$ cat config.mk
export PLATFORM = sky130hd
export DESIGN_NAME = ascd_host
export DESIGN_NICKNAME = d
export VERILOG_FILES = /design/src/design/ascd_pkg.sv /design/src/design/ascd_host.sv
export SDC_FILE = /design/constraint.sdc
export NUM_CORES = 1
export LEC_CHECK = 0
export BUFFER_PORTS_ARGS = -buffer_cell sky130_fd_sc_hd__buf_2
export CORE_MARGIN = 2
export CORE_UTILIZATION = 25
export DETAILED_ROUTE_END_ITERATION = 16
export SYNTH_ARGS = -nofsm -noshare
export SYNTH_HDL_FRONTEND = slang
export SYNTH_SLANG_ARGS = --single-unit
export TNS_END_PERCENT = 100
$ cat constraint.sdc
create_clock -name pclk -period 4.4 [get_ports pclk]
set_input_delay 0.44 -clock pclk [delete_from_list [all_inputs] [get_ports pclk]]
set_output_delay 0.44 -clock pclk [all_outputs]
set_load 0.01 [all_outputs]
$ cat src/design/ascd_pkg.sv
// constants, types and register map of the converter command host
package ascd_pkg;
  // ----------------------------------------------------------------
  // clock and timing
  // ----------------------------------------------------------------
  localparam int CLK_PERIOD_NS = 5; // pclk period, 200 MHz
  localparam int DEV_PWRUP_CYCLES = 65536; // device power-up hold in its own clocks
  localparam int DEV_CLK_KHZ = 4096; // device nominal system clock
  localparam int PWRUP_NS = (DEV_PWRUP_CYCLES * 1000 / DEV_CLK_KHZ) * 1000;
  localparam int PWRUP_CYC = (PWRUP_NS + CLK_PERIOD_NS - 1) / CLK_PERIOD_NS;
  localparam int RESET_HOLD_NS = 600000; // 0.6 ms hold after the reset command
  localparam int RESET_HOLD_CYC = (RESET_HOLD_NS + CLK_PERIOD_NS - 1) / CLK_PERIOD_NS;
  localparam logic [4:0] SCLK_HALF = 5'h10; // pclk cycles per serial clock half
  // ----------------------------------------------------------------
  // command bytes
  // ----------------------------------------------------------------
  localparam logic [7:0] OP_WAKE = 8'h00;
  localparam logic [7:0] OP_SLEEP = 8'h02;
  localparam logic [7:0] OP_SYNC = 8'h04;
  localparam logic [7:0] OP_RESET = 8'h06;
  localparam logic [7:0] OP_NOP = 8'hFF;
  localparam logic [7:0] OP_READ_ONCE = 8'h12;
  localparam logic [7:0] OP_CONT_READ = 8'h14;
  localparam logic [7:0] OP_STOP_CONT = 8'h16;
  localparam logic [3:0] OP_REG_READ_HI = 4'h2;
  localparam logic [3:0] OP_REG_WRITE_HI = 4'h4;
  localparam logic [7:0] OP_SYS_OFS_CAL = 8'h60;
  localparam logic [7:0] OP_SYS_GAIN_CAL = 8'h61;
  localparam logic [7:0] OP_SELF_OFS_CAL = 8'h62;
  localparam logic [7:0] OP_RESTRICTED = 8'hF1;
  localparam logic [4:0] N_HDR_BYTES = 5'h02; // opcode and count bytes
  localparam logic [4:0] N_RESULT_BYTES = 5'h03; // 24-bit result
  // ----------------------------------------------------------------
  // register map
  // ----------------------------------------------------------------
  localparam logic [11:0] ADDR_CMD = 12'h000;
  localparam logic [11:0] ADDR_STATUS = 12'h004;
  localparam logic [11:0] ADDR_RESULT = 12'h008;
  localparam logic [11:0] ADDR_CONFIG = 12'h00C;
  localparam logic [5:0] BUF_PAGE = 6'h01; // paddr[11:6] of the byte buffer
  localparam int ST_BUSY = 0;
  localparam int ST_HOLDING = 1;
  localparam int ST_RDY_LEVEL = 2;
  localparam int ST_CONT_MODE = 3;
  localparam int ST_ERR = 4;
  localparam int ST_DONE = 5;
  localparam int CFG_START = 0;
  // ----------------------------------------------------------------
  // types
  // ----------------------------------------------------------------
  typedef struct packed {
    logic wait_rdy; // wait for a data-ready fall first
    logic chain; // append a read-once in the last result byte
    logic res_only; // clock out a result with no opcode
    logic [3:0] cnt; // register count minus one
    logic [7:0] op; // opcode byte
  } ascd_cmd_t;
  typedef struct packed {
    logic sclk; // serial clock
    logic cs_n; // chip select, active low
    logic din; // host to device data
  } ascd_link_t;
  typedef enum logic [2:0] {
    ST_PWRUP, ST_IDLE, ST_WAIT_RDY, ST_CS_SETUP, ST_SHIFT, ST_CS_END, ST_GAP, ST_HOLD
  } ascd_state_t;
endpackage

$ cat src/design/ascd_host.sv
// command host that drives the converter serial link from apb registers
// Summary of operation
// wake command wakes device on eighth clock
// sleep lets running conversion finish first
// only wake ends sleep; wake+sleep gives one
// sleep and wake mirror start pin low/high
// sync clears filter, starts new conversion
// reset command restores registers and filter
// deassert chip select before sending reset
// no traffic for 0.6 ms after reset
// continuous mode result read with 24 clocks
// continuous command sent after data-ready falls
// finish readout before next data-ready fall
// stop command halts automatic result loading
// read-once loads result for 24 clocks
// read-once may ride last result byte
// register read: 2r, 0n, count+1 bytes back
// send no-ops during register readout
// register write: 4r, 0n, count+1 data bytes
// system offset calibration with zero input
// system gain calibration with full-scale input
// self offset calibration shorts inputs
// no traffic for 2^16 device clocks after power-up
// device defaults to continuous read mode
// fixed opcode encodings, F1h never sent
// first byte after select is an opcode
`timescale 1ns/1ps
module ascd_host #(
  parameter int POWERUP_CYC = ascd_pkg::PWRUP_CYC, // power-up hold in pclk cycles
  parameter int RESET_HOLD_CYC = ascd_pkg::RESET_HOLD_CYC // reset hold in pclk cycles
) (
  input wire logic pclk, // system clock
  input wire logic presetn, // async reset, active low
  input wire logic psel, // apb select
  input wire logic penable, // apb access phase
  input wire logic pwrite, // apb direction
  input wire logic [11:0] paddr, // apb byte address
  input wire logic [31:0] pwdata, // apb write data
  output logic [31:0] prdata, // apb read data
  output logic pready, // apb ready
  output logic pslverr, // apb error
  output ascd_pkg::ascd_link_t link_o, // serial link outputs
  output logic conv_start, // conversion start pin
  input wire logic dout, // device data out
  input wire logic data_ready_n // device data ready, active low
);
  // ----------------------------------------------------------------
  // state
  // ----------------------------------------------------------------
  ascd_pkg::ascd_state_t state; // sequencer state
  ascd_pkg::ascd_cmd_t cmd; // command being run
  logic [31:0] wait_cnt; // long hold counter
  logic [4:0] ph; // half-period counter
  logic [2:0] bitn; // bit within byte
  logic [4:0] bi; // byte index within transfer
  logic [4:0] total; // bytes in this transfer
  logic [7:0] tx; // outgoing byte shifter
  logic [7:0] rx; // incoming byte shifter
  logic [7:0] buffer [0:15]; // register data, both directions
  logic [23:0] result; // last conversion result
  logic cont_mode; // device believed in continuous mode
  logic flag_err; // sticky refused command
  logic flag_done; // sticky transfer finished
  logic dout_m, dout_s; // dout synchroniser
  logic rdy_m, rdy_s, rdy_d; // data-ready synchroniser and history
  // ----------------------------------------------------------------
  // decode helpers
  // ----------------------------------------------------------------
  function automatic logic is_reg_read(input logic [7:0] op);
    return op[7:4] == ascd_pkg::OP_REG_READ_HI;
  endfunction
  function automatic logic is_reg_write(input logic [7:0] op);
    return op[7:4] == ascd_pkg::OP_REG_WRITE_HI;
  endfunction
  function automatic logic is_read_once(input logic [7:0] op);
    return op[7:1] == ascd_pkg::OP_READ_ONCE[7:1];
  endfunction
  function automatic logic is_cont(input logic [7:0] op);
    return op[7:1] == ascd_pkg::OP_CONT_READ[7:1];
  endfunction
  function automatic logic is_stop(input logic [7:0] op);
    return op[7:1] == ascd_pkg::OP_STOP_CONT[7:1];
  endfunction
  function automatic logic is_reset(input logic [7:0] op);
    return op[7:1] == ascd_pkg::OP_RESET[7:1];
  endfunction
  // bytes on the wire for one command
  function automatic logic [4:0] bytes_total(input ascd_pkg::ascd_cmd_t c);
    if (c.res_only) begin
      return ascd_pkg::N_RESULT_BYTES;
    end else if (is_reg_read(c.op) || is_reg_write(c.op)) begin
      return ascd_pkg::N_HDR_BYTES + {1'b0, c.cnt} + 5'h01;
    end else if (is_read_once(c.op)) begin
      return ascd_pkg::N_RESULT_BYTES + 5'h01;
    end
    return 5'h01; // wake, sleep, sync, reset, stop, continuous, calibrations
  endfunction
  // byte sent at position idx of the transfer
  function automatic logic [7:0] tx_byte(input ascd_pkg::ascd_cmd_t c, input logic [4:0] idx);
    logic [4:0] last;
    last = bytes_total(c) - 5'h01;
    if (c.res_only || is_read_once(c.op)) begin
      if (!c.res_only && idx == 5'h00) begin
        return c.op;
      end
      return (c.chain && idx == last) ? ascd_pkg::OP_READ_ONCE : ascd_pkg::OP_NOP;
    end else if (is_reg_read(c.op) || is_reg_write(c.op)) begin
      if (idx == 5'h00) begin
        return c.op;
      end else if (idx == 5'h01) begin
        return {4'h0, c.cnt};
      end
      return is_reg_write(c.op) ? buffer[4'(idx - ascd_pkg::N_HDR_BYTES)] : ascd_pkg::OP_NOP;
    end
    return c.op;
  endfunction
  // ----------------------------------------------------------------
  // synchronisers
  // ----------------------------------------------------------------
  // both device outputs come from another clock domain
  always_ff @(posedge pclk or negedge presetn) begin
    if (!presetn) begin
      dout_m <= 1'b0;
      dout_s <= 1'b0;
      rdy_m <= 1'b1;
      rdy_s <= 1'b1;
      rdy_d <= 1'b1;
    end else begin
      dout_m <= dout;
      dout_s <= dout_m;
      rdy_m <= data_ready_n;
      rdy_s <= rdy_m;
      rdy_d <= rdy_s;
    end
  end
  logic rdy_fall; // data ready just went low
  logic go_rise; // serial clock about to rise
  logic go_fall; // serial clock about to fall
  logic byte_done; // last bit of a byte sampled
  logic xfer_end; // transfer fully finished
  logic [7:0] rx_byte; // completed incoming byte
  logic apb_setup; // apb setup cycle
  logic apb_wr; // apb write access edge
  logic cmd_go; // accepted command write
  ascd_pkg::ascd_cmd_t new_cmd; // command word being written
  assign rdy_fall = rdy_d && !rdy_s;
  assign go_rise = state == ascd_pkg::ST_SHIFT && ph == ascd_pkg::SCLK_HALF - 5'h01 && !link_o.sclk;
  assign go_fall = state == ascd_pkg::ST_SHIFT && ph == ascd_pkg::SCLK_HALF - 5'h01 && link_o.sclk;
  assign byte_done = go_fall && bitn == 3'h7;
  assign xfer_end = state == ascd_pkg::ST_GAP && ph == ascd_pkg::SCLK_HALF - 5'h01;
  assign rx_byte = {rx[6:0], dout_s};
  assign apb_setup = psel && !penable;
  assign apb_wr = psel && penable && pwrite;
  assign new_cmd = ascd_pkg::ascd_cmd_t'(pwdata[14:0]);
  // an error answered in setup blocks the write at the access edge
  assign cmd_go = apb_wr && !pslverr && paddr == ascd_pkg::ADDR_CMD;
  // ----------------------------------------------------------------
  // sequencer and link pins
  // ----------------------------------------------------------------
  // mode 1 framing: din changes on rise, device samples on fall
  always_ff @(posedge pclk or negedge presetn) begin
    if (!presetn) begin
      state <= ascd_pkg::ST_PWRUP;
      wait_cnt <= 32'h0000_0000;
      ph <= 5'h00;
      bitn <= 3'h0;
      bi <= 5'h00;
      total <= 5'h01;
      tx <= 8'hFF;
      link_o <= '{sclk: 1'b0, cs_n: 1'b1, din: 1'b1};
    end else begin
      unique case (state)
        ascd_pkg::ST_PWRUP: begin
          // device is internally held in reset, keep the link quiet
          if (wait_cnt == 32'(POWERUP_CYC - 1)) begin
            state <= ascd_pkg::ST_IDLE;
            wait_cnt <= 32'h0000_0000;
          end else begin
            wait_cnt <= wait_cnt + 32'h0000_0001;
          end
        end
        ascd_pkg::ST_IDLE: begin
          if (cmd_go) begin
            bi <= 5'h00;
            total <= bytes_total(new_cmd);
            ph <= 5'h00;
            // continuous command may only go out after a data-ready fall
            if (new_cmd.wait_rdy || (is_cont(new_cmd.op) && !new_cmd.res_only)) begin
              state <= ascd_pkg::ST_WAIT_RDY;
            end else begin
              state <= ascd_pkg::ST_CS_SETUP;
            end
          end
        end
        ascd_pkg::ST_WAIT_RDY: begin
          if (rdy_fall) begin
            state <= ascd_pkg::ST_CS_SETUP;
          end
        end
        ascd_pkg::ST_CS_SETUP: begin
          // select falls anew for every command, which keeps the
          // device's serial logic in step before a reset
          link_o.cs_n <= 1'b0;
          if (ph == ascd_pkg::SCLK_HALF - 5'h01) begin
            ph <= 5'h00;
            bitn <= 3'h0;
            tx <= tx_byte(cmd, 5'h00);
            state <= ascd_pkg::ST_SHIFT;
          end else begin
            ph <= ph + 5'h01;
          end
        end
        ascd_pkg::ST_SHIFT: begin
          if (go_rise) begin
            ph <= 5'h00;
            link_o.sclk <= 1'b1;
            link_o.din <= tx[7];
          end else if (go_fall) begin
            ph <= 5'h00;
            link_o.sclk <= 1'b0;
            tx <= {tx[6:0], 1'b1};
            bitn <= bitn + 3'h1;
            if (bitn == 3'h7) begin
              if (bi == total - 5'h01) begin
                state <= ascd_pkg::ST_CS_END;
              end else begin
                bi <= bi + 5'h01;
                tx <= tx_byte(cmd, bi + 5'h01);
              end
            end
          end else begin
            ph <= ph + 5'h01;
          end
        end
        ascd_pkg::ST_CS_END: begin
          if (ph == ascd_pkg::SCLK_HALF - 5'h01) begin
            ph <= 5'h00;
            link_o.cs_n <= 1'b1;
            link_o.din <= 1'b1;
            state <= ascd_pkg::ST_GAP;
          end else begin
            ph <= ph + 5'h01;
          end
        end
        ascd_pkg::ST_GAP: begin
          if (xfer_end) begin
            ph <= 5'h00;
            wait_cnt <= 32'h0000_0000;
            if (is_reset(cmd.op) && !cmd.res_only) begin
              state <= ascd_pkg::ST_HOLD;
            end else begin
              state <= ascd_pkg::ST_IDLE;
            end
          end else begin
            ph <= ph + 5'h01;
          end
        end
        ascd_pkg::ST_HOLD: begin
          // registers and filter are still held after a reset command
          if (wait_cnt == 32'(RESET_HOLD_CYC - 1)) begin
            state <= ascd_pkg::ST_IDLE;
          end else begin
            wait_cnt <= wait_cnt + 32'h0000_0001;
          end
        end
      endcase
    end
  end
  // ----------------------------------------------------------------
  // receive path, byte buffer and result
  // ----------------------------------------------------------------
  always_ff @(posedge pclk or negedge presetn) begin
    if (!presetn) begin
      rx <= 8'h00;
      result <= 24'h00_0000;
      for (int i = 0; i < 16; i++) begin
        buffer[i] <= 8'h00;
      end
    end else begin
      if (go_fall) begin
        rx <= rx_byte;
      end
      if (byte_done) begin
        if (cmd.res_only || (is_read_once(cmd.op) && bi != 5'h00)) begin
          result <= {result[15:0], rx_byte};
        end else if (is_reg_read(cmd.op) && bi >= ascd_pkg::N_HDR_BYTES) begin
          buffer[4'(bi - ascd_pkg::N_HDR_BYTES)] <= rx_byte;
        end
      end else if (apb_wr && !pslverr && paddr[11:6] == ascd_pkg::BUF_PAGE) begin
        // software loads write data only while the link is idle
        buffer[paddr[5:2]] <= pwdata[7:0];
      end
    end
  end
  // ----------------------------------------------------------------
  // apb slave: command, flags, config
  // ----------------------------------------------------------------
  logic mapped; // address hits a register
  logic busy; // a command is in flight or a hold runs
  assign busy = state != ascd_pkg::ST_IDLE;
  assign mapped = paddr == ascd_pkg::ADDR_CMD || paddr == ascd_pkg::ADDR_STATUS ||
                  paddr == ascd_pkg::ADDR_RESULT || paddr == ascd_pkg::ADDR_CONFIG ||
                  (paddr[11:6] == ascd_pkg::BUF_PAGE && paddr[1:0] == 2'h0);
  // answer is prepared in setup so the slave never waits
  always_ff @(posedge pclk or negedge presetn) begin
    if (!presetn) begin
      prdata <= 32'h0000_0000;
      pready <= 1'b0;
      pslverr <= 1'b0;
    end else begin
      pready <= 1'b1;
      if (apb_setup) begin
        // busy or restricted commands and buffer writes in flight are refused
        pslverr <= !mapped || (pwrite && paddr == ascd_pkg::ADDR_CMD &&
                   (busy || pwdata[7:0] == ascd_pkg::OP_RESTRICTED)) ||
                   (pwrite && paddr[11:6] == ascd_pkg::BUF_PAGE && busy);
        prdata <= 32'h0000_0000;
        if (paddr == ascd_pkg::ADDR_CMD) begin
          prdata <= {17'h0_0000, cmd};
        end else if (paddr == ascd_pkg::ADDR_STATUS) begin
          prdata[ascd_pkg::ST_BUSY] <= busy;
          prdata[ascd_pkg::ST_HOLDING] <= state == ascd_pkg::ST_PWRUP ||
                                          state == ascd_pkg::ST_HOLD;
          prdata[ascd_pkg::ST_RDY_LEVEL] <= rdy_s;
          prdata[ascd_pkg::ST_CONT_MODE] <= cont_mode;
          prdata[ascd_pkg::ST_ERR] <= flag_err;
          prdata[ascd_pkg::ST_DONE] <= flag_done;
        end else if (paddr == ascd_pkg::ADDR_RESULT) begin
          prdata <= {8'h00, result};
        end else if (paddr == ascd_pkg::ADDR_CONFIG) begin
          prdata[ascd_pkg::CFG_START] <= conv_start;
        end else if (paddr[11:6] == ascd_pkg::BUF_PAGE) begin
          prdata <= {24'h00_0000, buffer[paddr[5:2]]};
        end
      end
    end
  end
  // accepted command word
  always_ff @(posedge pclk or negedge presetn) begin
    if (!presetn) begin
      cmd <= '{wait_rdy: 1'b0, chain: 1'b0, res_only: 1'b0, cnt: 4'h0, op: ascd_pkg::OP_NOP};
    end else if (cmd_go) begin
      cmd <= new_cmd;
    end
  end
  // sticky flags, write one to clear; a same-cycle event wins
  always_ff @(posedge pclk or negedge presetn) begin
    if (!presetn) begin
      flag_err <= 1'b0;
      flag_done <= 1'b0;
    end else begin
      if (apb_wr && pslverr && paddr == ascd_pkg::ADDR_CMD) begin
        flag_err <= 1'b1;
      end else if (apb_wr && paddr == ascd_pkg::ADDR_STATUS && pwdata[ascd_pkg::ST_ERR]) begin
        flag_err <= 1'b0;
      end
      if (xfer_end) begin
        flag_done <= 1'b1;
      end else if (apb_wr && paddr == ascd_pkg::ADDR_STATUS && pwdata[ascd_pkg::ST_DONE]) begin
        flag_done <= 1'b0;
      end
    end
  end
  // tracked read mode: the device starts in continuous mode
  always_ff @(posedge pclk or negedge presetn) begin
    if (!presetn) begin
      cont_mode <= 1'b1;
    end else if (xfer_end && !cmd.res_only) begin
      if (is_cont(cmd.op) || is_reset(cmd.op)) begin
        cont_mode <= 1'b1;
      end else if (is_stop(cmd.op)) begin
        cont_mode <= 1'b0;
      end
    end
  end
  // start pin level; sleep and wake commands do the same in software
  always_ff @(posedge pclk or negedge presetn) begin
    if (!presetn) begin
      conv_start <= 1'b1;
    end else if (apb_wr && paddr == ascd_pkg::ADDR_CONFIG) begin
      conv_start <= pwdata[ascd_pkg::CFG_START];
    end
  end
  // ----------------------------------------------------------------
  // assertions
  // ----------------------------------------------------------------
  property p_quiet_hold;
    @(posedge pclk) disable iff (!presetn)
    (state == ascd_pkg::ST_PWRUP || state == ascd_pkg::ST_HOLD) |-> link_o.cs_n && !link_o.sclk;
  endproperty
  a_quiet_hold: assert property (p_quiet_hold) else $error("link active during hold");
  property p_reset_hold;
    @(posedge pclk) disable iff (!presetn)
    (xfer_end && is_reset(cmd.op) && !cmd.res_only) |=> state == ascd_pkg::ST_HOLD;
  endproperty
  a_reset_hold: assert property (p_reset_hold) else $error("no hold after reset");
  property p_wait_quiet;
    @(posedge pclk) disable iff (!presetn)
    state == ascd_pkg::ST_WAIT_RDY |-> link_o.cs_n;
  endproperty
  a_wait_quiet: assert property (p_wait_quiet) else $error("select low before ready");
  property p_nop_readout;
    @(posedge pclk) disable iff (!presetn)
    (go_rise && is_reg_read(cmd.op) && !cmd.res_only && bi >= ascd_pkg::N_HDR_BYTES) |=>
      link_o.din;
  endproperty
  a_nop_readout: assert property (p_nop_readout) else $error("non-nop in readout");
  property p_count_byte;
    @(posedge pclk) disable iff (!presetn)
    (go_rise && bi == 5'h01 && bitn < 3'h4 && !cmd.res_only &&
     (is_reg_read(cmd.op) || is_reg_write(cmd.op))) |=> !link_o.din;
  endproperty
  a_count_byte: assert property (p_count_byte) else $error("count byte top not zero");
  property p_sclk_high;
    @(posedge pclk) disable iff (!presetn)
    $rose(link_o.sclk) |-> link_o.sclk[*8] ##1 !link_o.cs_n;
  endproperty
  a_sclk_high: assert property (p_sclk_high) else $error("clock high too short");
  property p_cs_gap;
    @(posedge pclk) disable iff (!presetn)
    $rose(link_o.cs_n) |-> link_o.cs_n[*8];
  endproperty
  a_cs_gap: assert property (p_cs_gap) else $error("select gap too short");
  property p_stop_mode;
    @(posedge pclk) disable iff (!presetn)
    (xfer_end && !cmd.res_only && is_stop(cmd.op)) |=> !cont_mode ##1 !cont_mode;
  endproperty
  a_stop_mode: assert property (p_stop_mode) else $error("stop not tracked");
  property p_start_pin;
    @(posedge pclk) disable iff (!presetn)
    (apb_wr && paddr == ascd_pkg::ADDR_CONFIG) |=> conv_start == $past(pwdata[0]);
  endproperty
  a_start_pin: assert property (p_start_pin) else $error("start pin not updated");
  property p_result_bytes;
    @(posedge pclk) disable iff (!presetn)
    (state == ascd_pkg::ST_CS_SETUP && cmd.res_only) |-> total == ascd_pkg::N_RESULT_BYTES;
  endproperty
  a_result_bytes: assert property (p_result_bytes) else $error("result length wrong");
  c_reg_read: cover property (@(posedge pclk) disable iff (!presetn)
    xfer_end && is_reg_read(cmd.op) && cmd.cnt == 4'hF);
  c_reg_write: cover property (@(posedge pclk) disable iff (!presetn)
    xfer_end && is_reg_write(cmd.op));
  c_read_once: cover property (@(posedge pclk) disable iff (!presetn)
    xfer_end && is_read_once(cmd.op) && cmd.chain);
  c_reset_hold: cover property (@(posedge pclk) disable iff (!presetn)
    state == ascd_pkg::ST_HOLD ##1 state == ascd_pkg::ST_IDLE);
endmodule

==> results.md, run 1 <==
* Status: finished clean
* CP required at roughly 4.9 ns
* Setup Viol. Count Final at 0
* GP Congestion at between 0.9 and 1
* Synth Area per Inst at about 11 um^2
* Most common cell in the netlist: dfrtp_1
* Grt ovf at 0
* P_int at roughly 4.3 mW
* Die H at 257 um
* Pwr Total at just under 6 mW
* Sequential-to-total area share from yosys stat at roughly 43%
* Mapped Area at about 16000 um^2
* CTS tree: done
* Via Count at approximately 13000
* LEAKAGE at around 6.5 nW
* Largest stage delay on the critical path at around 0.6 ns
* Post-Route WL at around 50000 um
* Ys async rst share at 100%
* Area grow syn2layout at 13.9%
* Startpoint Class: register
* Primary FF master, synth: dfrtp_1
* Worst path cell trace: ha_1 -> xor2_1 -> inv_1 -> ha_1 -> buf_4 -> mux4_2 -> mux4_2 -> nor2_1 -> o211ai_1 -> nor3_1 -> a211oi_1
* Max Freq at approximately 260 MHz
* Setup ws final at 0.619 ns
* Rel. slew slack at 29.3%
* Clock latency on the worst-skew pair at 0.59 ns
* Gate power share at between 10% and 20%
* Reg power frac at a little under half
* Setup TNS Final at 0 ns
* Die area at about 66000 um^2
* All-Layer GR Usage at roughly 15%
* Post-synth top area share at a little under 40%
* Netlist cell types at 76
* Peak VDD IR at 239 uV
* Critical path data arrival time at approximately 4.3 ns
* Top cells by count, synth: 249 x dfrtp_1, 159 x nand2_1, 124 x o21a_1
* Antenna viol nets, final at 0
* # IOs at 89
* Final Hold Viols at 0
* Root Driver: clkbuf_16
* Register bit total from synthesis at 273
* Pre-antenna DRT Iters at 5
* Starting Density at 25.3%
* Area leader, netlist: dfrtp_1
* Post-layout min period at 3.78 ns
* Number of global-route vias before repair at 13100
* Synth area leaders: dfrtp_1 39%, mux4_2 11%, o221ai_1 6.6%, o21a_1 5.8%, dfstp_2 4.0%
* Clock tree sinks at ~270
* DP HPWL at 37100 um
* Net Sw Frac at between 20% and 30%
* Core ar. at roughly 63000 um^2
* TritonCTS buffer count at 31
* WS Path Type: register to register
* Total of max-cap violations at 0
* Pins Over Slew Limit at 0
* DR vias/cell at ~5.5
* Largest net degree at the start of global routing at 99
* DRT iter0 DRCs at about 1600
* Final period utilization at 85.9%
* Worst-margin pin slew at 1.06 ns
* Initial antenna violation count at 2
* Syn Inst Count at 1507
* Clock network power share at ~43%
* Core Util, Final at between 20% and 30%
* Net switching power at 1.62 mW
* Port-buffer cells at 63
* Max Buffers Root-to-Sink at 3
* Yosys warns at 0
* CTS H-tree depth at 1
* Unrepaired setup endpoints after global routing: false
* DRC at 0
* Clock skew at around 0.022 ns
* DP Worst Slack at 0.741 ns
* Wire per inst at about 21 um
* CP Max Fanout at 12
* Clock-pin slew on the worst setup and hold paths at roughly 0.06 ns
* Worst path slowest cell: ha_1
* Die Width at approximately 260 um
* Endpoint class of the critical path: register
* FP Rows at between 90 and 100
* First-pass GRT wire length at approximately 80000 um
* Post-synth EDFFs at 0
* Hold Crit Class: primary input to register
* Total power density per cell area at between 300 and 400 nW/um^2
* # resized after CTS at 0
* Layout cells sized above 1 at between 20% and 30%
* Final nets at roughly 1600
* Worst hold slack at between 0.1 and 0.15 ns
-- per-layer routing --
layer | wire length (um) | global-route usage (%) | up-vias
li1 | - | - | 5826
met1 | 22100 | 21.1 | 6808
met2 | 24000 | 24.4 | 568
met3 | 3980 | 2.85 | 72
met4 | 1040 | 3.46 | 4
met5 | 21 | 0 | -
-- logic make-up after synthesis --
family	after synthesis	share of synthesized area, %
AO/OA/AOI/OAI	470	21.9
adder cells (fa/ha/maj)	18	1.41
XOR/XNOR	53	3.01
AND/OR/NAND/NOR	415	12.5
multiplexers	120	13.9
flip-flops	273	43.0
buffers and inverters	156	4.20
other	2	0.0471
-- final timing paths --
| kind | end | slack, ns | startpoint | depth (start not counted) |
|---|---|---|---|---|
| max | tx[5]$_DFFE_PN1P_ | 0.62 | bi[1]$_DFFE_PN0P_ | 11 |
| min | cmd[13]$_DFFE_PN0P_ | 0.10 | pwdata[13] | 2 |
| max in group asynchronous | buffer[99]$_DFFE_PN0P_ | 2.94 | presetn | 3 |
| min reg2reg | rdy_s$_DFF_PN1_ | 0.35 | rdy_m$_DFF_PN1_ | 0 |
| max reg2reg | tx[5]$_DFFE_PN1P_ | 0.62 | bi[1]$_DFFE_PN0P_ | 11 |
| min in group asynchronous | wait_cnt[9]$_DFFE_PN0P_ | 0.47 | presetn | 2 |
-- critical path, delay by kind of cell (launching register included) --
family | cells | cell delay, ns
mux | 2 | 0.90
xor+xnor | 1 | 0.43
flops | 1 | 0.48
buf+inv | 2 | 0.52
fa+ha+maj | 2 | 0.85
simple gates | 2 | 0.30
compound gates | 2 | 0.21
-- area by class of cell --
class,count,area (um^2)
Tap cell,846,1060
Antenna cell,1,2.50
Sequential cell,273,6860
Inverter,31,116
Multi-Input combinational cell,1085,8460
Clock buffer,45,868
Fill cell,6604,44900
Timing Repair Buffer,104,678
Clock inverter,11,123
-- flip-flops by register name, summed over array words and instances, names as in the netlist, 3 cells and up --
signal,count
result,24
buffer,128
ph,5
state,3
wait_cnt,32
link_o,3
bitn,3
tx,8
bi,5
rx,7
cmd,15
prdata,24
total,5
-- per-stage QoR --
stage	instances	area, um^2
floorplan	1514	16000
global placement	2336	17100
detailed placement	2336	17100
CTS	2395	18200
global route	2395	18200
finish	2396	18200
-- cells in the final DEF, fill, tap and decap left out, types with 5 or more instances in the layout --
cell       instances
a21oi_1           26
a22o_1             5
a22oi_1           26
a31oi_1           12
and2_1             8
and3_1            11
buf_2             62
buf_4             35
clkbuf_1          10
clkbuf_16         31
clkinv_2           7
conb_1             9
dfrtp_1          248
dfstp_2           24
ha_1              18
inv_1             30
mux2_2            33
mux2i_1            9
mux4_2            78
nand2_1          159
nand2b_1           5
nand3_1           56
nand3b_1           6
nand4_1           15
nor2_1            81
nor2b_1            9
nor3_1            10
nor3b_1            6
nor4_1             8
o211ai_1           5
o21a_1           124
o21ai_0           78
o221ai_1         120
o22ai_1           17
o22ai_2            8
o31ai_1           10
or3_1              9
or4_1              5
xnor2_1           20
xor2_1            32
-- power by group through the flow --
stage | clock network, mW | logic [mW] | registers, mW
after detailed placement | 0 | 0.622 | 2.79
after floorplan | 0 | 0.467 | 2.72
final | 2.56 | 0.626 | 2.76
after CTS | 2.61 | 0.627 | 2.75
after global placement | 0 | 0.609 | 2.79
after global routing | 2.71 | 0.700 | 2.77
-- repair_timing --
item                                   in CTS  in global routing
setup buffers                               0                  0
endpoints found under the hold margin      88                  0
hold buffers                                3                  0
Note: power is estimated with default switching activity, not from simulation.
==> run 2: changes to the inputs <==
Settings changed: ABC_AREA set to 1.
==> results.md, run 2 <==
* Status: finished clean
* Setup TNS Final at 0 ns
* Post-CTS Setup Inserts at 0
* Worst-margin pin slew at roughly 1.2 ns
* DP Worst Slack at about 0.77 ns
* Initial antenna violation count at 0
* Fin area at between 15000 and 20000 um^2
* Critical path data arrival time at 4.20 ns
* Clock skew at 0.0197 ns
* Max Freq at between 200 and 300 MHz
* Clock tree sinks at about 270
* Most common cell in the netlist: nand2_1
* Die area at about 69000 um^2
* # IOs at 89
* Starting Density at between 20% and 30%
* Core Util, Final at between 20% and 30%
* Synth Area per Inst at 7.52 um^2
* Placement Cell Area at around 18000 um^2
* Hold Buf Count CTS at 3
* Pre-antenna DRT Iters at 8
* Post-synth top area share at 37.3%
* Biggest regs: buffer: 128 flops, wait_cnt: 32 flops
* Top cells by count, synth: 412 x nand2_1, 281 x nor2_1, 249 x dfrtp_1
* DRT iter0 DRCs at approximately 2000
* Setup Viol. Count Final at 0
* Via Count at around 16000
* Post-Route WL at just under 60000 um
* Max reg flops at 128
* WS Path Type: register to register
* Max Buffers Root-to-Sink at 3
* Hold Crit Class: primary input to register
* Endpoint class of the critical path: register
* CP Max Fanout at 24
* Netlist cell types at 56
* Synth area leaders: dfrtp_1 37%, nand2_1 9.2%, o21ai_0 6.7%, nor2_1 6.3%, a21oi_1 6.2%
* DR vias/cell at between 5 and 6
* TritonCTS buffer count at 34
* Final Hold Viols at 0
* Register bit total from synthesis at between 200 and 300
* CTS tree: done
* DP HPWL at 41400 um
* Commonest non-fill, non-tap cell in the layout: nand2_1
* Fin cells at between 3000 and 4000
* Final nets at about 2400
* First-pass GRT wire length at roughly 91000 um
* Yosys warns at 0
* Total power density per cell area at 297 nW/um^2
* # resized after CTS at 0
* Number of global-route vias before repair at 15000
* Startpoint Class: register
* CP required at ~4.9 ns
* Biggest register: buffer
* Primary FF master, synth: dfrtp_1
* Mapped Area at approximately 17000 um^2
* Die H at 263 um
* Pwr Total at 5.73 mW
* Syn Inst Count at 2223
* # diodes at 0
* Pins Over Slew Limit at 0
* CTS H-tree depth at 2
* Sequential-to-total area share from yosys stat at 41.0%
* Clock latency on the worst-skew pair at between 0.5 and 0.6 ns
* Layout cells sized above 1 at 13.3%
* Die Width at 263 um
* All-Layer GR Usage at between 10% and 20%
* Largest net degree at the start of global routing at approximately 100
* LEAKAGE at 8.07 nW
* Rel. slew slack at ~20%
* Most frequent cells in the layout: 412 x nand2_1, 276 x nor2_1, 248 x dfrtp_1
* Antenna viol nets, final at 0
* Worst hold slack at between 0.15 and 0.2 ns
* Ys async rst share at 100%
* Post-Place Cells at 3110
* Root Driver: clkbuf_16
* Post-synth EDFFs at 0
* DRC at 0
* GP Congestion at a little under 1
* Grt ovf at 0
* Setup ws final at between 0.6 and 0.7 ns
* FP Rows at 94
* Peak VDD IR at 210 uV
* Area leader, netlist: dfrtp_1
* Area grow syn2layout at 15.2%
* Port-buffer cells at 63
* Total of max-cap violations at 0
* Final period utilization at between 80% and 90%
* Core ar. at between 60000 and 70000 um^2
* Wire per inst at between 15 and 20 um
* Post-layout min period at between 3 and 4 ns
* Clock-pin slew on the worst setup and hold paths at around 0.070 ns
* Unrepaired setup endpoints after global routing: false
## run 2: power breakdown
group	switching, mW	total (mW)	internal, mW	leakage, nW
registers	0.0135	2.54	2.53	3.63
clock network	1.20	2.91	1.71	0.561
logic	0.212	0.274	0.0621	3.88
total	1.42	5.73	4.30	8.07
## run 2: critical path, cell delays in order, from the launching register on
cell      delay (ns)
dfrtp_2         0.59
clkinv_1        0.16
ha_2            0.35
clkinv_1        0.05
buf_4           0.19
ha_1            0.52
inv_1           0.63
o221ai_1        0.25
o211ai_1        0.20
nand3_1         0.19
nand2_1         0.11
nand2_1         0.05
a21oi_1         0.13
nand2_1         0.09
nand3_1         0.07
o21ai_0         0.08
## run 2: layout make-up
cell class                      instances  area (um^2)
Sequential cell                       273         6860
Clock buffer                           45          992
Tap cell                              864         1080
Multi-Input combinational cell       1624         8540
Clock inverter                         15          158
Fill cell                            7152        46700
Timing Repair Buffer                  116          743
Inverter                              236          891
## run 2: kinds of logic (layout without fill, tap and decap cells)
kind of cell	after synthesis	count (layout)	synth area share, %
other	2	9	0.0449
buffers and inverters	333	412	8.16
and+or+nand+nor	876	876	21.8
adders and majority gates	18	18	1.35
xor gates and xnor gates	20	20	1.05
DFF	273	273	41.0
AOI/OAI and AO/OA	701	701	26.6
## run 2: routing by layer
| layer | track usage, % | part of all wire, % | vias to the layer above |
|---|---|---|---|
| met5 | 0 | 0 | - |
| met4 | 6.31 | 3.9 | 0 |
| met3 | 2.80 | 8.8 | 128 |
| met2 | 25.7 | 43 | 743 |
| met1 | 23.5 | 44 | 7640 |
| li1 | - | - | 7708 |
## run 2: final timing paths
kind	start	endpoint	slack [ns]	cells after the start
worst max-delay path	bi[0]$_DFFE_PN0P_	tx[0]$_DFFE_PN1P_	0.67	15
worst min-delay path	pwdata[13]	cmd[13]$_DFFE_PN0P_	0.19	3
worst max register to register	bi[0]$_DFFE_PN0P_	tx[0]$_DFFE_PN1P_	0.67	15
worst min register to register	dout_m$_DFF_PN0_	dout_s$_DFF_PN0_	0.35	0
max in group asynchronous	presetn	buffer[21]$_DFFE_PN0P_	2.86	3
min in group asynchronous	presetn	wait_cnt[27]$_DFFE_PN0P_	0.52	2
==> run 3: changes to the inputs <==
Settings changed: ABC_AREA 1 to 0.
Clock period 4.4 ns to 3.5 ns, I/O delays scaled along.
==> results.md, run 3 (synthesis results as in run 1) <==
* Wire per inst at roughly 21 um
* Total of max-cap violations at 0
* GP Congestion at slightly below 0.9
* First-pass GRT wire length at 81800 um
* Reg power frac at a little over two fifths
* Unrepaired setup endpoints after global routing: false
* Final nets at roughly 1600
* Clock-pin slew on the worst setup and hold paths at ~0.05 ns
* Path depth of the worst reg2reg path at 12
* CTS H-tree depth at 2
* Total power density per cell area at around 420 nW/um^2
* Grt ovf at 0
* Number of global-route vias before repair at 13400
* All-Layer GR Usage at between 10% and 20%
* Via Count at ~13000
* Final Hold Viols at 0
* Worst Hold End: cmd[13]$_DFFE_PN0P_
* Worst path cell trace: ha_1 -> xor2_1 -> inv_1 -> ha_1 -> buf_4 -> mux2i_1 -> mux2_2 -> a21oi_1 -> a2111oi_0 -> buf_4 -> a31o_2 -> a31oi_1
* Die H at 257 um
* Core ar. at 63100 um^2
* Initial antenna violation count at 1
* Clock network power share at a little under half
* Startpoint Class: register
* Critical path data arrival time at approximately 3.7 ns
* Clock tree sinks at about 270
* LEAKAGE at 6.72 nW
* CTS tree: done
* Hold Crit Class: primary input to register
* WS Path Type: register to register
* Die area at roughly 66000 um^2
* Post-layout min period at approximately 3.2 ns
* Net switching power at ~2.2 mW
* Biggest regs: buffer: 128 flops, wait_cnt: 32 flops
* CP required at 3.96 ns
* Layout cells sized above 1 at approximately 22%
* Gate power share at a little over a tenth
* Worst-margin pin slew at around 0.85 ns
* Setup Viol. Count Final at 0
* Pins Over Slew Limit at 0
* P_int at ~5.7 mW
* Status: finished clean
* Max Freq at a little over 300 MHz
* Hold Crit Depth at 2
* Worst R2R Setup Slack at a little under 0.3 ns
* Max reg flops at between 100 and 150
* Rel. slew slack at between 40% and 50%
* Pre-antenna DRT Iters at 5
* Pwr Total at 7.84 mW
* Max Buffers Root-to-Sink at 3
* Reg-to-Reg End: tx[7]$_DFFE_PN1P_
* Root Driver: clkbuf_16
* Antenna viol nets, final at 0
* Hold Crit Start: pwdata[13]
* Die Width at approximately 260 um
* Port-buffer cells at 63
* Starting Density at around a quarter
* FP Rows at 92
* Largest stage delay on the critical path at about 0.58 ns
* Fillers at between 6000 and 7000
* Commonest non-fill, non-tap cell in the layout: dfrtp_1
* Post-Route WL at between 50000 and 60000 um
* CP Max Fanout at 6
* Largest net degree at the start of global routing at 79
* Peak VDD IR at 297 uV
* TritonCTS buffer count at 34
* Clock latency on the worst-skew pair at approximately 0.57 ns
* Biggest register: buffer
* FF-to-FF Start: bi[0]$_DFFE_PN0P_
* DRT iter0 DRCs at roughly 1200
* Worst path slowest cell: a2111oi_0
* # resized after CTS at 0
* Most frequent cells in the layout: 248 x dfrtp_1, 159 x nand2_1, 124 x o21a_1
* Setup TNS Final at 0 ns
* # IOs at around 90
* DP HPWL at between 30000 and 40000 um
* Final period utilization at roughly nine tenths
* Area grow syn2layout at 16.6%
* DRC at 0
* Net Sw Frac at a little over a quarter
* Endpoint class of the critical path: register
* Clock skew at ~0.025 ns
* DR vias/cell at ~5.5
* # diodes at 0
-- run 3: worst max path at each step --
stage,start,end,slack [ns],depth (start not counted)
final,bi[0]$_DFFE_PN0P_,tx[7]$_DFFE_PN1P_,0.29,12
after global routing,bi[0]$_DFFE_PN0P_,tx[7]$_DFFE_PN1P_,0.16,12
after CTS,bi[0]$_DFFE_PN0P_,tx[7]$_DFFE_PN1P_,0.35,12
after detailed placement,bi[0]$_DFFE_PN0P_,tx[5]$_DFFE_PN1P_,0.36,11
after global placement,bi[0]$_DFFE_PN0P_,tx[7]$_DFFE_PN1P_,0.30,12
after floorplan,bi[0]$_DFFE_PN0P_,tx[5]$_DFFE_PN1P_,0.02,17
-- run 3: worst max-delay path: cells and delay by family, from the launching register on --
kind,cells,cell delay [ns]
compound gates,4,0.83
xor+xnor,1,0.19
fa+ha+maj,2,0.62
flops,1,0.46
buf+inv,3,0.53
mux,2,0.50
-- run 3: what timing repair did --
item                       in CTS  in global routing
setup buffers                   0                  0
hold buffers                    3                  0
setup endpoints to repair       0                  0
hold endpoints to repair       53                  0
-- run 3: through the flow --
| step | hold WS, ns | util, % | instance area (um^2) | cells | worst slack [ns] |
|---|---|---|---|---|---|
| after floorplan | 0.0544 | - | 16000 | 1514 | 0.0232 |
| after global placement | 0.338 | 27.7 | 17500 | 2373 | 0.302 |
| after detailed placement | 0.339 | 27.7 | 17500 | 2373 | 0.364 |
| after CTS | 0.0194 | 29.5 | 18600 | 2434 | 0.351 |
| after global routing | 0.0224 | 29.5 | 18600 | 2434 | 0.156 |
| final | 0.0284 | 29.5 | 18600 | 2434 | 0.293 |
-- run 3: area by class of cell --
type                       instances  area (um^2)  share of cell area (%)
multi-input combinational       1085         8460                    45.5
sequential                       273         6860                    36.9
tap                              846         1060                    5.69
timing repair buffer             141          993                    5.34
clock buffer                      49          967                    5.20
clock inverter                     9          139                   0.747
inverter                          31          116                   0.626
-- run 3: power groups by stage --
stage                     logic [mW]  clock network [mW]  registers [mW]
after floorplan                0.587                   0            3.41
after global placement         0.830                   0            3.47
after detailed placement       0.853                   0            3.47
after CTS                      0.857                3.63            3.42
after global routing           0.950                3.76            3.45
final                          0.856                3.56            3.43
-- run 3: routing by layer --
layer | wire [um] | share of wire (%) | global-route usage, % | vias to the layer above
met1 | 21800 | 42 | 20.7 | 6885
met2 | 24600 | 48 | 25.8 | 557
met5 | 13 | 0.025 | 0 | -
met3 | 3850 | 7.4 | 3.20 | 88
met4 | 1390 | 2.7 | 4.59 | 2
li1 | - | - | - | 5884
